`config.mk`:
```
export PLATFORM = sky130hd
export DESIGN_NAME = acrb_channel
export DESIGN_NICKNAME = d
export VERILOG_FILES = /design/src/logic/acrb_pkg.sv /design/src/logic/acrb_channel.sv
export SDC_FILE = /design/constraint.sdc
export NUM_CORES = 2
export LEC_CHECK = 0
export BUFFER_PORTS_ARGS = -buffer_cell sky130_fd_sc_hd__buf_2
export CAP_MARGIN = 30
export CORE_ASPECT_RATIO = 0.5
export CORE_MARGIN = 2
export CORE_UTILIZATION = 43
export DETAILED_ROUTE_END_ITERATION = 16
export PLACE_DENSITY = 0.68
export SYNTH_ARGS = -nofsm -noshare
export SYNTH_HDL_FRONTEND = slang
export SYNTH_SLANG_ARGS = --single-unit
export TNS_END_PERCENT = 10
```
`constraint.sdc`:
```
create_clock -name CLK_I -period 4.53 [get_ports CLK_I]
set_clock_uncertainty 0.05 [all_clocks]
set_input_delay 0.453 -clock CLK_I [delete_from_list [all_inputs] [get_ports CLK_I]]
set_output_delay 0.453 -clock CLK_I [all_outputs]
set_load 0.005 [all_outputs]
```
`src/logic/acrb_pkg.sv`:
```
// Constants, types and field layout of the channel register bank
package acrb_pkg;
   // ---------------------------------------------------------------
   // Address layout
   // ---------------------------------------------------------------
   localparam int ADDR_W = 9;
   localparam int DATA_W = 32;
   localparam int ADDR_BYTE_LSB = 0;
   localparam int ADDR_IDX_LSB = 2;
   localparam int ADDR_DIR_BIT = 4;
   localparam int ADDR_CHAN_LSB = 5;
   localparam logic [1:0] BYTE_IDX_WORD = 2'h0;
   localparam logic [3:0] CHANNEL_NUM = 4'h0;
   localparam logic [1:0] IDX_WORD = 2'h0;
   localparam logic [1:0] IDX_CFG = 2'h1;
   localparam logic [1:0] IDX_FLAGS = 2'h2;
   localparam logic [1:0] IDX_LABEL = 2'h3;
   // ---------------------------------------------------------------
   // Configuration fields
   // ---------------------------------------------------------------
   localparam int CFG_RATE = 0;
   localparam int RX_CFG_FILTER = 1;
   localparam int TX_CFG_LOOP = 1;
   localparam int CFG_PAR_EN = 2;
   localparam int CFG_PAR_EVEN = 3;
   localparam int RX_CFG_SDI_EN = 4;
   localparam int RX_CFG_SDI9 = 5;
   localparam int RX_CFG_SDI10 = 6;
   localparam int RX_CFG_RELOAD = 7;
   localparam logic [7:0] RX_CFG_RST = 8'h00;
   localparam logic [3:0] TX_CFG_RST = 4'h0;
   // ---------------------------------------------------------------
   // Word fields and storage sizes
   // ---------------------------------------------------------------
   localparam int WORD_LABEL_MSB = 7;
   localparam int WORD_SDI9 = 8;
   localparam int WORD_SDI10 = 9;
   localparam int LABEL_DEPTH = 8;
   localparam int LABEL_PTR_W = 3;
   localparam int FIFO_DEPTH = 16;
   localparam int FIFO_LEVEL = 8;
   localparam int FLAG_EMPTY = 0;
   localparam int FLAG_LEVEL = 1;
   localparam int FLAG_FULL = 2;
   // ---------------------------------------------------------------
   // Carriers
   // ---------------------------------------------------------------
   typedef struct packed {
      logic ren_n;
      logic wen_n;
      logic [ADDR_W-1:0] addr;
      logic [DATA_W-1:0] din;
   } acrb_cpu_req_t;
   typedef struct packed {
      logic full;
      logic level;
      logic empty;
   } acrb_flags_t;
endpackage

```
`src/logic/acrb_channel.sv`:
```
// Channel register bank with word FIFOs and label filter
`timescale 1ns/10ps

// ------------------------------------------------------------------
// Word FIFO
// ------------------------------------------------------------------
module acrb_fifo #(
   parameter int WIDTH = 32,
   parameter int DEPTH = 16,
   parameter int LEVEL = 8
) (
   input wire logic CLK_I, // Core clock
   input wire logic RESETN_I, // Async reset, active low
   input wire logic [WIDTH-1:0] in_data_i, // Word to store
   input wire logic in_valid_i, // Store request
   output logic in_ready_o, // Room available
   output logic [WIDTH-1:0] out_data_o, // Oldest word
   output logic out_valid_o, // Word available
   input wire logic out_ready_i, // Drain request
   output logic full_o, // No room left
   output logic level_o, // At or above level
   output logic empty_o // Nothing stored
);
   localparam int AW = $clog2(DEPTH);
   localparam logic [AW:0] DEPTH_C = (AW+1)'(DEPTH);
   localparam logic [AW:0] LEVEL_C = (AW+1)'(LEVEL);
   typedef struct packed {
      logic [DEPTH-1:0][WIDTH-1:0] mem;
      logic [AW-1:0] wr;
      logic [AW-1:0] rd;
      logic [AW:0] cnt;
      logic full;
      logic level;
      logic empty;
      logic valid;
      logic [WIDTH-1:0] head;
   } acrb_fifo_state_t;
   acrb_fifo_state_t q, d;
   logic push;
   logic pop;

   always_comb begin
      d = q;
      push = in_valid_i && !q.full;
      pop = out_ready_i && !q.empty;
      if (push) begin
         d.mem[q.wr] = in_data_i;
         d.wr = AW'(q.wr + 1'b1);
      end
      if (pop) begin
         d.rd = AW'(q.rd + 1'b1);
      end
      if (push && !pop) begin
         d.cnt = (AW+1)'(q.cnt + 1'b1);
      end else if (pop && !push) begin
         d.cnt = (AW+1)'(q.cnt - 1'b1);
      end
      d.full = (d.cnt == DEPTH_C);
      d.level = (d.cnt >= LEVEL_C);
      d.empty = (d.cnt == '0);
      d.valid = !d.empty;
      d.head = d.mem[d.rd];
   end
   always_ff @(posedge CLK_I or negedge RESETN_I) begin
      if (!RESETN_I) begin
         q <= '0;
         q.empty <= 1'b1;
      end else begin
         q <= d;
      end
   end

   assign in_ready_o = !q.full;
   assign out_valid_o = q.valid;
   assign out_data_o = q.head;
   assign full_o = q.full;
   assign level_o = q.level;
   assign empty_o = q.empty;
endmodule // acrb_fifo

// ------------------------------------------------------------------
// Channel register bank
// ------------------------------------------------------------------
module acrb_channel (
   input wire logic CLK_I, // Core clock, 100 MHz
   input wire logic RESETN_I, // Async reset, active low
   input wire acrb_pkg::acrb_cpu_req_t CPU_REQ_I, // Host strobes, addr, data
   output logic [31:0] CPU_DOUT_O, // Host read data
   output logic CPU_WAIT_O, // Host hold request
   input wire logic [31:0] RX_WORD_I, // Word from serial receiver
   input wire logic RX_VALID_I, // Receiver word valid
   output logic RX_READY_O, // Bank can take a word
   output logic [31:0] TX_WORD_O, // Word to serial transmitter
   output logic TX_VALID_O, // Transmit word valid
   input wire logic TX_READY_I, // Transmitter takes word
   output logic [7:0] RX_CFG_O, // Receive configuration
   output logic [3:0] TX_CFG_O // Transmit configuration
);
   localparam int LD = acrb_pkg::LABEL_DEPTH;
   localparam int PW = acrb_pkg::LABEL_PTR_W;
   typedef struct packed {
      logic [7:0] rx_cfg;
      logic [3:0] tx_cfg;
      logic [31:0] rx_word;
      logic [LD-1:0][7:0] labels;
      logic [LD-1:0] lab_valid;
      logic [PW-1:0] wr_ptr;
      logic [PW-1:0] rd_ptr;
      logic ren_n_prev;
      logic wen_n_prev;
      logic [31:0] dout;
      logic wait_out;
      acrb_pkg::acrb_flags_t rx_flags;
      acrb_pkg::acrb_flags_t tx_flags;
      logic [31:0] stage;
      logic stage_full;
      logic rx_ready;
   } acrb_top_state_t;
   acrb_top_state_t q, d;
   logic rd_start;
   logic wr_start;
   logic hit;
   logic is_tx;
   logic [1:0] idx;
   logic [LD-1:0] lab_hit;
   logic lab_match;
   logic sdi_ok;
   logic par_ok;
   logic pass;
   logic rx_push;
   logic rx_pop;
   logic tx_push;
   logic rx_in_ready;
   logic [31:0] rx_head;
   logic rx_head_valid;
   acrb_pkg::acrb_flags_t rx_fifo_flags;
   acrb_pkg::acrb_flags_t tx_fifo_flags;
   logic tx_in_ready;

   // ---------------------------------------------------------------
   // Label compare, one comparator per table entry
   // ---------------------------------------------------------------
   for (genvar i = 0; i < LD; i++) begin : g_match
      // Stale entries from before a reload never match
      assign lab_hit[i] = q.lab_valid[i] &&
         (q.labels[i] == q.stage[acrb_pkg::WORD_LABEL_MSB:0]);
   end
   assign lab_match = |lab_hit;
   // ---------------------------------------------------------------
   // Next state
   // ---------------------------------------------------------------
   always_comb begin
      d = q;
      rx_push = 1'b0;
      rx_pop = 1'b0;
      tx_push = 1'b0;
      // Strobes may be held for several cycles; act once per access
      rd_start = !CPU_REQ_I.ren_n && q.ren_n_prev;
      wr_start = !CPU_REQ_I.wen_n && q.wen_n_prev;
      hit = (CPU_REQ_I.addr[acrb_pkg::ADDR_CHAN_LSB +: 4] ==
         acrb_pkg::CHANNEL_NUM) &&
         (CPU_REQ_I.addr[acrb_pkg::ADDR_BYTE_LSB +: 2] ==
         acrb_pkg::BYTE_IDX_WORD);
      is_tx = CPU_REQ_I.addr[acrb_pkg::ADDR_DIR_BIT];
      idx = CPU_REQ_I.addr[acrb_pkg::ADDR_IDX_LSB +: 2];
      d.ren_n_prev = CPU_REQ_I.ren_n;
      d.wen_n_prev = CPU_REQ_I.wen_n;
      d.wait_out = 1'b0;
      // Incoming word checks
      sdi_ok = !q.rx_cfg[acrb_pkg::RX_CFG_SDI_EN] ||
         ((q.stage[acrb_pkg::WORD_SDI9] ==
         q.rx_cfg[acrb_pkg::RX_CFG_SDI9]) &&
         (q.stage[acrb_pkg::WORD_SDI10] ==
         q.rx_cfg[acrb_pkg::RX_CFG_SDI10]));
      par_ok = !q.rx_cfg[acrb_pkg::CFG_PAR_EN] ||
         ((^q.stage) != q.rx_cfg[acrb_pkg::CFG_PAR_EVEN]);
      pass = sdi_ok && par_ok &&
         (!q.rx_cfg[acrb_pkg::RX_CFG_FILTER] || lab_match);
      // Stage drains into the FIFO or is dropped; full FIFO stalls it
      if (q.stage_full) begin
         if (!pass) begin
            d.stage_full = 1'b0;
         end else if (rx_in_ready) begin
            rx_push = 1'b1;
            d.stage_full = 1'b0;
         end
      end
      if (q.rx_ready && RX_VALID_I) begin
         d.stage = RX_WORD_I;
         d.stage_full = 1'b1;
      end
      d.rx_ready = !d.stage_full;
      d.rx_flags = rx_fifo_flags;
      d.tx_flags = tx_fifo_flags;
      // Host write; writes win over a simultaneous read start
      if (wr_start && hit) begin
         if (!is_tx) begin
            case (idx)
               acrb_pkg::IDX_CFG: begin
                  d.rx_cfg = CPU_REQ_I.din[7:0];
                  if (CPU_REQ_I.din[acrb_pkg::RX_CFG_RELOAD]) begin
                     d.wr_ptr = '0;
                     d.rd_ptr = '0;
                     d.lab_valid = '0;
                  end
               end
               acrb_pkg::IDX_LABEL: begin
                  d.labels[q.wr_ptr] = CPU_REQ_I.din[7:0];
                  d.lab_valid[q.wr_ptr] = 1'b1;
                  d.wr_ptr = PW'(q.wr_ptr + 1'b1);
               end
               default: begin
                  // Word and flags are read-only
               end
            endcase
         end else begin
            case (idx)
               acrb_pkg::IDX_WORD: begin
                  // Word is lost if FIFO full; host watches full flag
                  tx_push = tx_in_ready;
               end
               acrb_pkg::IDX_CFG:
                  d.tx_cfg = CPU_REQ_I.din[3:0];
               default: begin
                  // Flags read-only, index 11 unmapped
               end
            endcase
         end
      end else if (rd_start) begin
         d.dout = '0;
         if (hit && !is_tx) begin
            case (idx)
               acrb_pkg::IDX_WORD: begin
                  if (rx_head_valid) begin
                     d.rx_word = rx_head;
                     rx_pop = 1'b1;
                  end
                  d.dout = d.rx_word;
               end
               acrb_pkg::IDX_CFG: d.dout = {24'h000000, q.rx_cfg};
               acrb_pkg::IDX_FLAGS:
                  d.dout = {29'h00000000, q.rx_flags};
               acrb_pkg::IDX_LABEL: begin
                  d.dout = {24'h000000, q.labels[q.rd_ptr]};
                  d.rd_ptr = PW'(q.rd_ptr + 1'b1);
               end
               default: d.dout = '0;
            endcase
         end else if (hit) begin
            case (idx)
               acrb_pkg::IDX_CFG: d.dout = {28'h0000000, q.tx_cfg};
               acrb_pkg::IDX_FLAGS:
                  d.dout = {29'h00000000, q.tx_flags};
               default: d.dout = '0;
            endcase
         end
      end
   end

   always_ff @(posedge CLK_I or negedge RESETN_I) begin
      if (!RESETN_I) begin
         q <= '0;
      end else begin
         q <= d;
      end
   end

   // ---------------------------------------------------------------
   // Receive and transmit FIFOs
   // ---------------------------------------------------------------
   acrb_fifo #(
      .WIDTH(32),
      .DEPTH(acrb_pkg::FIFO_DEPTH),
      .LEVEL(acrb_pkg::FIFO_LEVEL)
   ) u_rx_fifo (
      .CLK_I(CLK_I),
      .RESETN_I(RESETN_I),
      .in_data_i(q.stage),
      .in_valid_i(rx_push),
      .in_ready_o(rx_in_ready),
      .out_data_o(rx_head),
      .out_valid_o(rx_head_valid),
      .out_ready_i(rx_pop),
      .full_o(rx_fifo_flags.full),
      .level_o(rx_fifo_flags.level),
      .empty_o(rx_fifo_flags.empty)
   );

   acrb_fifo #(
      .WIDTH(32),
      .DEPTH(acrb_pkg::FIFO_DEPTH),
      .LEVEL(acrb_pkg::FIFO_LEVEL)
   ) u_tx_fifo (
      .CLK_I(CLK_I),
      .RESETN_I(RESETN_I),
      .in_data_i(CPU_REQ_I.din),
      .in_valid_i(tx_push),
      .in_ready_o(tx_in_ready),
      .out_data_o(TX_WORD_O),
      .out_valid_o(TX_VALID_O),
      .out_ready_i(TX_READY_I),
      .full_o(tx_fifo_flags.full),
      .level_o(tx_fifo_flags.level),
      .empty_o(tx_fifo_flags.empty)
   );

   assign CPU_DOUT_O = q.dout;
   assign CPU_WAIT_O = q.wait_out;
   assign RX_READY_O = q.rx_ready;
   assign RX_CFG_O = q.rx_cfg;
   assign TX_CFG_O = q.tx_cfg;

   // ---------------------------------------------------------------
   // Assertions
   // ---------------------------------------------------------------
   rx_cfg_write_a: assert property (
      @(posedge CLK_I) disable iff (!RESETN_I)
      (wr_start && hit && !is_tx && idx == acrb_pkg::IDX_CFG)
      |=> (RX_CFG_O == $past(CPU_REQ_I.din[7:0])))
      else $error("rx config write not stored");
   reload_ptrs_a: assert property (
      @(posedge CLK_I) disable iff (!RESETN_I)
      (wr_start && hit && !is_tx && idx == acrb_pkg::IDX_CFG &&
      CPU_REQ_I.din[acrb_pkg::RX_CFG_RELOAD])
      |=> (q.wr_ptr == '0 && q.rd_ptr == '0 && q.lab_valid == '0))
      else $error("reload did not clear label pointers");
   label_wr_step_a: assert property (
      @(posedge CLK_I) disable iff (!RESETN_I)
      (wr_start && hit && !is_tx && idx == acrb_pkg::IDX_LABEL)
      |=> (q.wr_ptr == PW'($past(q.wr_ptr) + 1'b1)) &&
      q.lab_valid[$past(q.wr_ptr)])
      else $error("label write pointer did not advance");
   label_rd_step_a: assert property (
      @(posedge CLK_I) disable iff (!RESETN_I)
      (rd_start && !wr_start && hit && !is_tx &&
      idx == acrb_pkg::IDX_LABEL)
      |=> (q.rd_ptr == PW'($past(q.rd_ptr) + 1'b1)) &&
      (CPU_DOUT_O[7:0] == $past(q.labels[q.rd_ptr])))
      else $error("label read pointer or data wrong");
   tx_unused_a: assert property (
      @(posedge CLK_I) disable iff (!RESETN_I)
      (rd_start && !wr_start && hit && is_tx &&
      idx == acrb_pkg::IDX_LABEL) |=> (CPU_DOUT_O == '0))
      else $error("unused tx index read nonzero");
   flags_read_a: assert property (
      @(posedge CLK_I) disable iff (!RESETN_I)
      (rd_start && !wr_start && hit && !is_tx &&
      idx == acrb_pkg::IDX_FLAGS)
      |=> (CPU_DOUT_O == {29'h00000000, $past(q.rx_flags)}))
      else $error("rx flags read wrong");
   tx_push_a: assert property (
      @(posedge CLK_I) disable iff (!RESETN_I)
      (wr_start && hit && is_tx && idx == acrb_pkg::IDX_WORD &&
      tx_in_ready) |=> ##[0:1] TX_VALID_O)
      else $error("tx word write not queued");
   sdi_reject_a: assert property (
      @(posedge CLK_I) disable iff (!RESETN_I)
      (q.stage_full && q.rx_cfg[acrb_pkg::RX_CFG_SDI_EN] &&
      (q.stage[acrb_pkg::WORD_SDI9] != q.rx_cfg[acrb_pkg::RX_CFG_SDI9]))
      |-> !rx_push ##1 !q.stage_full)
      else $error("word with wrong SDI accepted");
   filter_reject_a: assert property (
      @(posedge CLK_I) disable iff (!RESETN_I)
      (q.stage_full && q.rx_cfg[acrb_pkg::RX_CFG_FILTER] && !lab_match)
      |-> !rx_push)
      else $error("unlisted label accepted");
endmodule // acrb_channel

```
==> impl_metrics.csv <==
group,metric,value,unit
clock_network,cts_tree,"built",
floorplan,die_y,282.7,um
global_routing,grt_pass1_vias,49627,
clock_network,cts_made_buffers,130,
final_layout,finalCoreUtilization,0.4850,
final_layout,synthToLayoutAreaGrowth,12.20,%
floorplan,die_x,561.4,um
power_and_ir_drop,vdd_ir_drop_max,0.4877,mV
timing,rsz0062_at_grt,"false",
yosys,synthXorXnorAreaFrac,0.01588,
yosys,synth_compound_area_frac,0.1247,
yosys,synth_area,66800,sq um
routing,drc_errors,0,
floorplan,num_rows,102,
placement,port_buffers,156,
routing,wl_per_cell,24.09,um
power_and_ir_drop,p_leak,35.94,nW
yosys,synth_top_area_frac,0.4930,
global_routing,track_usage,0.2464,
power_and_ir_drop,p_per_area,575.2,nW/um^2
timing,setup_viol,0,
placement,dp.final_hpwl,122.0,mm
final_layout,postLayoutCellArea,74950,sq um
yosys,synth-main-ff-cell,"dfrtp_1",
yosys,synth_seq_area_share,0.4938,
yosys,async_flop_share,1.000,
setup_path,crit_type,"reg -> reg",
routing,dr.pass1.iters,6,
yosys,synth_fp_nets,6279,
clock_network,worstSkewPairLatency,0.78,ns
timing,period_share,0.9311,
placement,placed_area,70140,sq um
floorplan,io_pins,158,
timing,clock.fmax,237.1,MHz
setup_path,crit_path_cell_trace,"xor2_1 > xnor2_1 > xnor2_1 > xnor3_1 > mux2_4 > a2111oi_2 > nand3_4 > buf_4 > mux2i_1 > o22ai_1 > nor4_1",
run_status,outcome,"finished clean",
global_routing,grt_max_degree,130,
clock_network,clock-sinks,1318,
setup_path,crit_fanout,41,
timing,hold_viol,0,
global_routing,gr-total-overflow,0,
yosys,synth_edf_count,0,
routing,viasPerCell,6.055,
placement,place.gp.congestion,0.8487,
timing,tns,0,ns
routing,dr_total_vias,49917,
final_layout,finalNetCount,6163,
floorplan,start_util,0.4322,
setup_path,cp_data_required_time,5.14,ns
clock_network,h-tree-depth,4,
yosys,synth_fa_ha_area_frac,0.003933,
timing,worst_pin_slew,0.9905,ns
timing,maxSlewViolCount,0,
global_routing,grt_pass1_wl,304.0,mm
worst_hold_path,min_path_type,"in -> reg",
clock_network,clk_pin_slew,0.06,ns
clock_network,post_cts_buffers,0,
yosys,yosys.area_share.simple,0.08605,
yosys,ys_top_cells_by_area,"dfrtp_1, mux2_2, o211ai_1",
routing,wl,198.6,mm
yosys,synth_top_family_by_area,"multiplexers",
floorplan,die_area,158700,sq um
setup_path,crit_arrival,4.83,ns
clock_network,cts-root-buf,"clkbuf_16",
setup_path,slowest_stage,"a2111oi_2",
yosys,syn_avg_cell_area,10.81,sq um
routing,drtIter0Drc,5034,
yosys,ys_seq_elements,1318,
routing,drtAntennaViolNets,0,
setup_path,startpoint_type,"flop",
setup_path,cpMostUsedCell,"xnor2_1",
job,maxCapViolCount,0,
yosys,syn_inst,6179,
floorplan,core_area,154600,sq um
timing,min_period,4.218,ns
setup_path,worstSetupEndpointType,"flop",
global_routing,antenna_found_initial,5,
yosys,yosys_warnings,0,
yosys,yosysTopAreaCell,"dfrtp_1",
final_layout,drive_above_1_share,0.2876,
clock_network,clockBufferDepth,3,
timing,slew-limit-headroom,0.3397,
setup_path,cpPeakStageDelay,0.63,ns
yosys,yosys.cell_types.count,61,
yosys,synthMuxAreaShare,0.2299,
[worst max-delay path, delay by kind of cell, from the launching register on]
kind                      cells  cell delay (ns)
AOI/OAI and AO/OA             2             0.75
xor gates and xnor gates      4             1.38
buffers and inverters         1             0.40
DFF                           1             0.39
muxes                         2             0.65
and+or+nand+nor               2             0.46
[final cells by class]
cell class                 count  area, sq um
antenna                        2        5.005
clock buffer                 180         3767
multi-input combinational   4143        31160
fill                       13833        79600
inverter                      29        116.4
timing repair buffer         441         3631
clock inverter                51        684.4
tap                         2080         2603
sequential                  1318        32990
[cell usage in the layout (no fill, tap or decap), types with 13 or more instances in the layout]
cell type and n:
clkbuf_1 23, nand3_1 80, buf_2 156, buf_12 45, clkbuf_8 22, mux2i_1 289, dlygate4sd3_1 35, o211ai_1 578
nor2_4 15, xnor2_1 80, clkbuf_16 135, and3_1 36, o21ai_0 169, xor2_1 33, clkinv_2 13, a21oi_1 18
nand3_2 13, ha_1 21, nor4_1 41, nand4_1 16, dfrtp_1 1315, mux4_2 16, nand2_1 708, mux2_2 1071
o22ai_1 384, a31oi_1 35, nor2_1 421, buf_4 202, inv_1 26
[per-stage QoR]
stage               setup slack, ns  std cells  hold slack (ns)  total power [mW]
floorplan                     1.225       6179           0.1074             25.81
global placement             0.4721       7971           0.2816             31.26
detailed placement           0.4102       7976           0.2847             31.57
CTS                          0.3939       8242       0.00008860             43.05
global route                 0.1651       8243          0.06215             45.22
finish                       0.3123       8244          0.05296             43.11
[worst paths after layout]
check | start | endpoint | slack (ns) | cells past startpoint
setup / recovery | q[15] | u_rx_fifo.out_data_o[29] | 0.31 | 11
hold / removal | CPU_REQ_I[36] | q[76] | 0.05 | 3
setup reg to reg | q[15] | u_rx_fifo.out_data_o[29] | 0.31 | 11
hold reg to reg | u_rx_fifo.level_o | q[38] | 0.30 | 0
max in group asynchronous | RESETN_I | u_rx_fifo.q[107] | 2.75 | 3
min in group asynchronous | RESETN_I | u_tx_fifo.q[79] | 0.32 | 2
[power by group]
part / switching, mW / total, mW / internal (mW)
clock network: 4.88 / 11.4 / 6.55
registers: 1.41 / 15.5 / 14.1
logic: 10.0 / 16.1 / 6.13
[synth_stat cells (3+ instances only)]
master	instances
buf_4	79
clkbuf_1	452
ha_1	21
o2111ai_1	6
dfrtp_1	1316
and3_1	36
a22oi_1	3
nor3b_1	4
nor2_1	435
nand3_1	95
buf_2	48
a221oi_1	11
nand4_1	16
nand2_1	710
or2_1	4
mux4_2	16
mux2_2	1071
o21ai_0	169
a21oi_1	18
xor2_1	36
a31oi_1	35
buf_1	110
and2_1	6
nor4_1	42
nand2b_1	7
o211ai_1	578
or2_2	7
nor2b_1	9
xnor2_1	80
inv_1	27
mux2i_1	290
a22o_1	7
or4_1	5
o22ai_1	384
nor3_1	12
[sequential cells by signal, indices dropped and copies added, names as in the netlist, 4 cells and up]
name,flops
CPU_DOUT_O,32
TX_CFG_O,4
u_rx_fifo.out_data_o,32
q,151
u_tx_fifo.q,525
u_tx_fifo.out_data_o,32
RX_CFG_O,8
u_rx_fifo.q,525
[kinds of logic (layout without fill, tap and decap cells)]
group,after synthesis,count (layout)
AO/OA/AOI/OAI,1229,1229
XOR/XNOR,118,118
adder cells (fa/ha/maj),21,21
buffers and inverters,718,701
flip-flops,1318,1318
multiplexers,1379,1379
other,1,3
AND/OR/NAND/NOR,1395,1395
[what timing repair did]
| action | CTS | global route |
|---|---|---|
| gates resized for setup | 0 | 0 |
| hold buffers | 35 | 0 |
| hold endpoints to repair | 132 | 0 |
[layer usage]
layer	track usage	routed length, um	up-vias
li1	-	-	22060
met1	0.3296	85620	25459
met2	0.3953	91330	1938
met3	0.04429	13750	456
met4	0.1052	7848	4
met5	0	27	-
No activity file was read; power rests on OpenSTA's default activity.
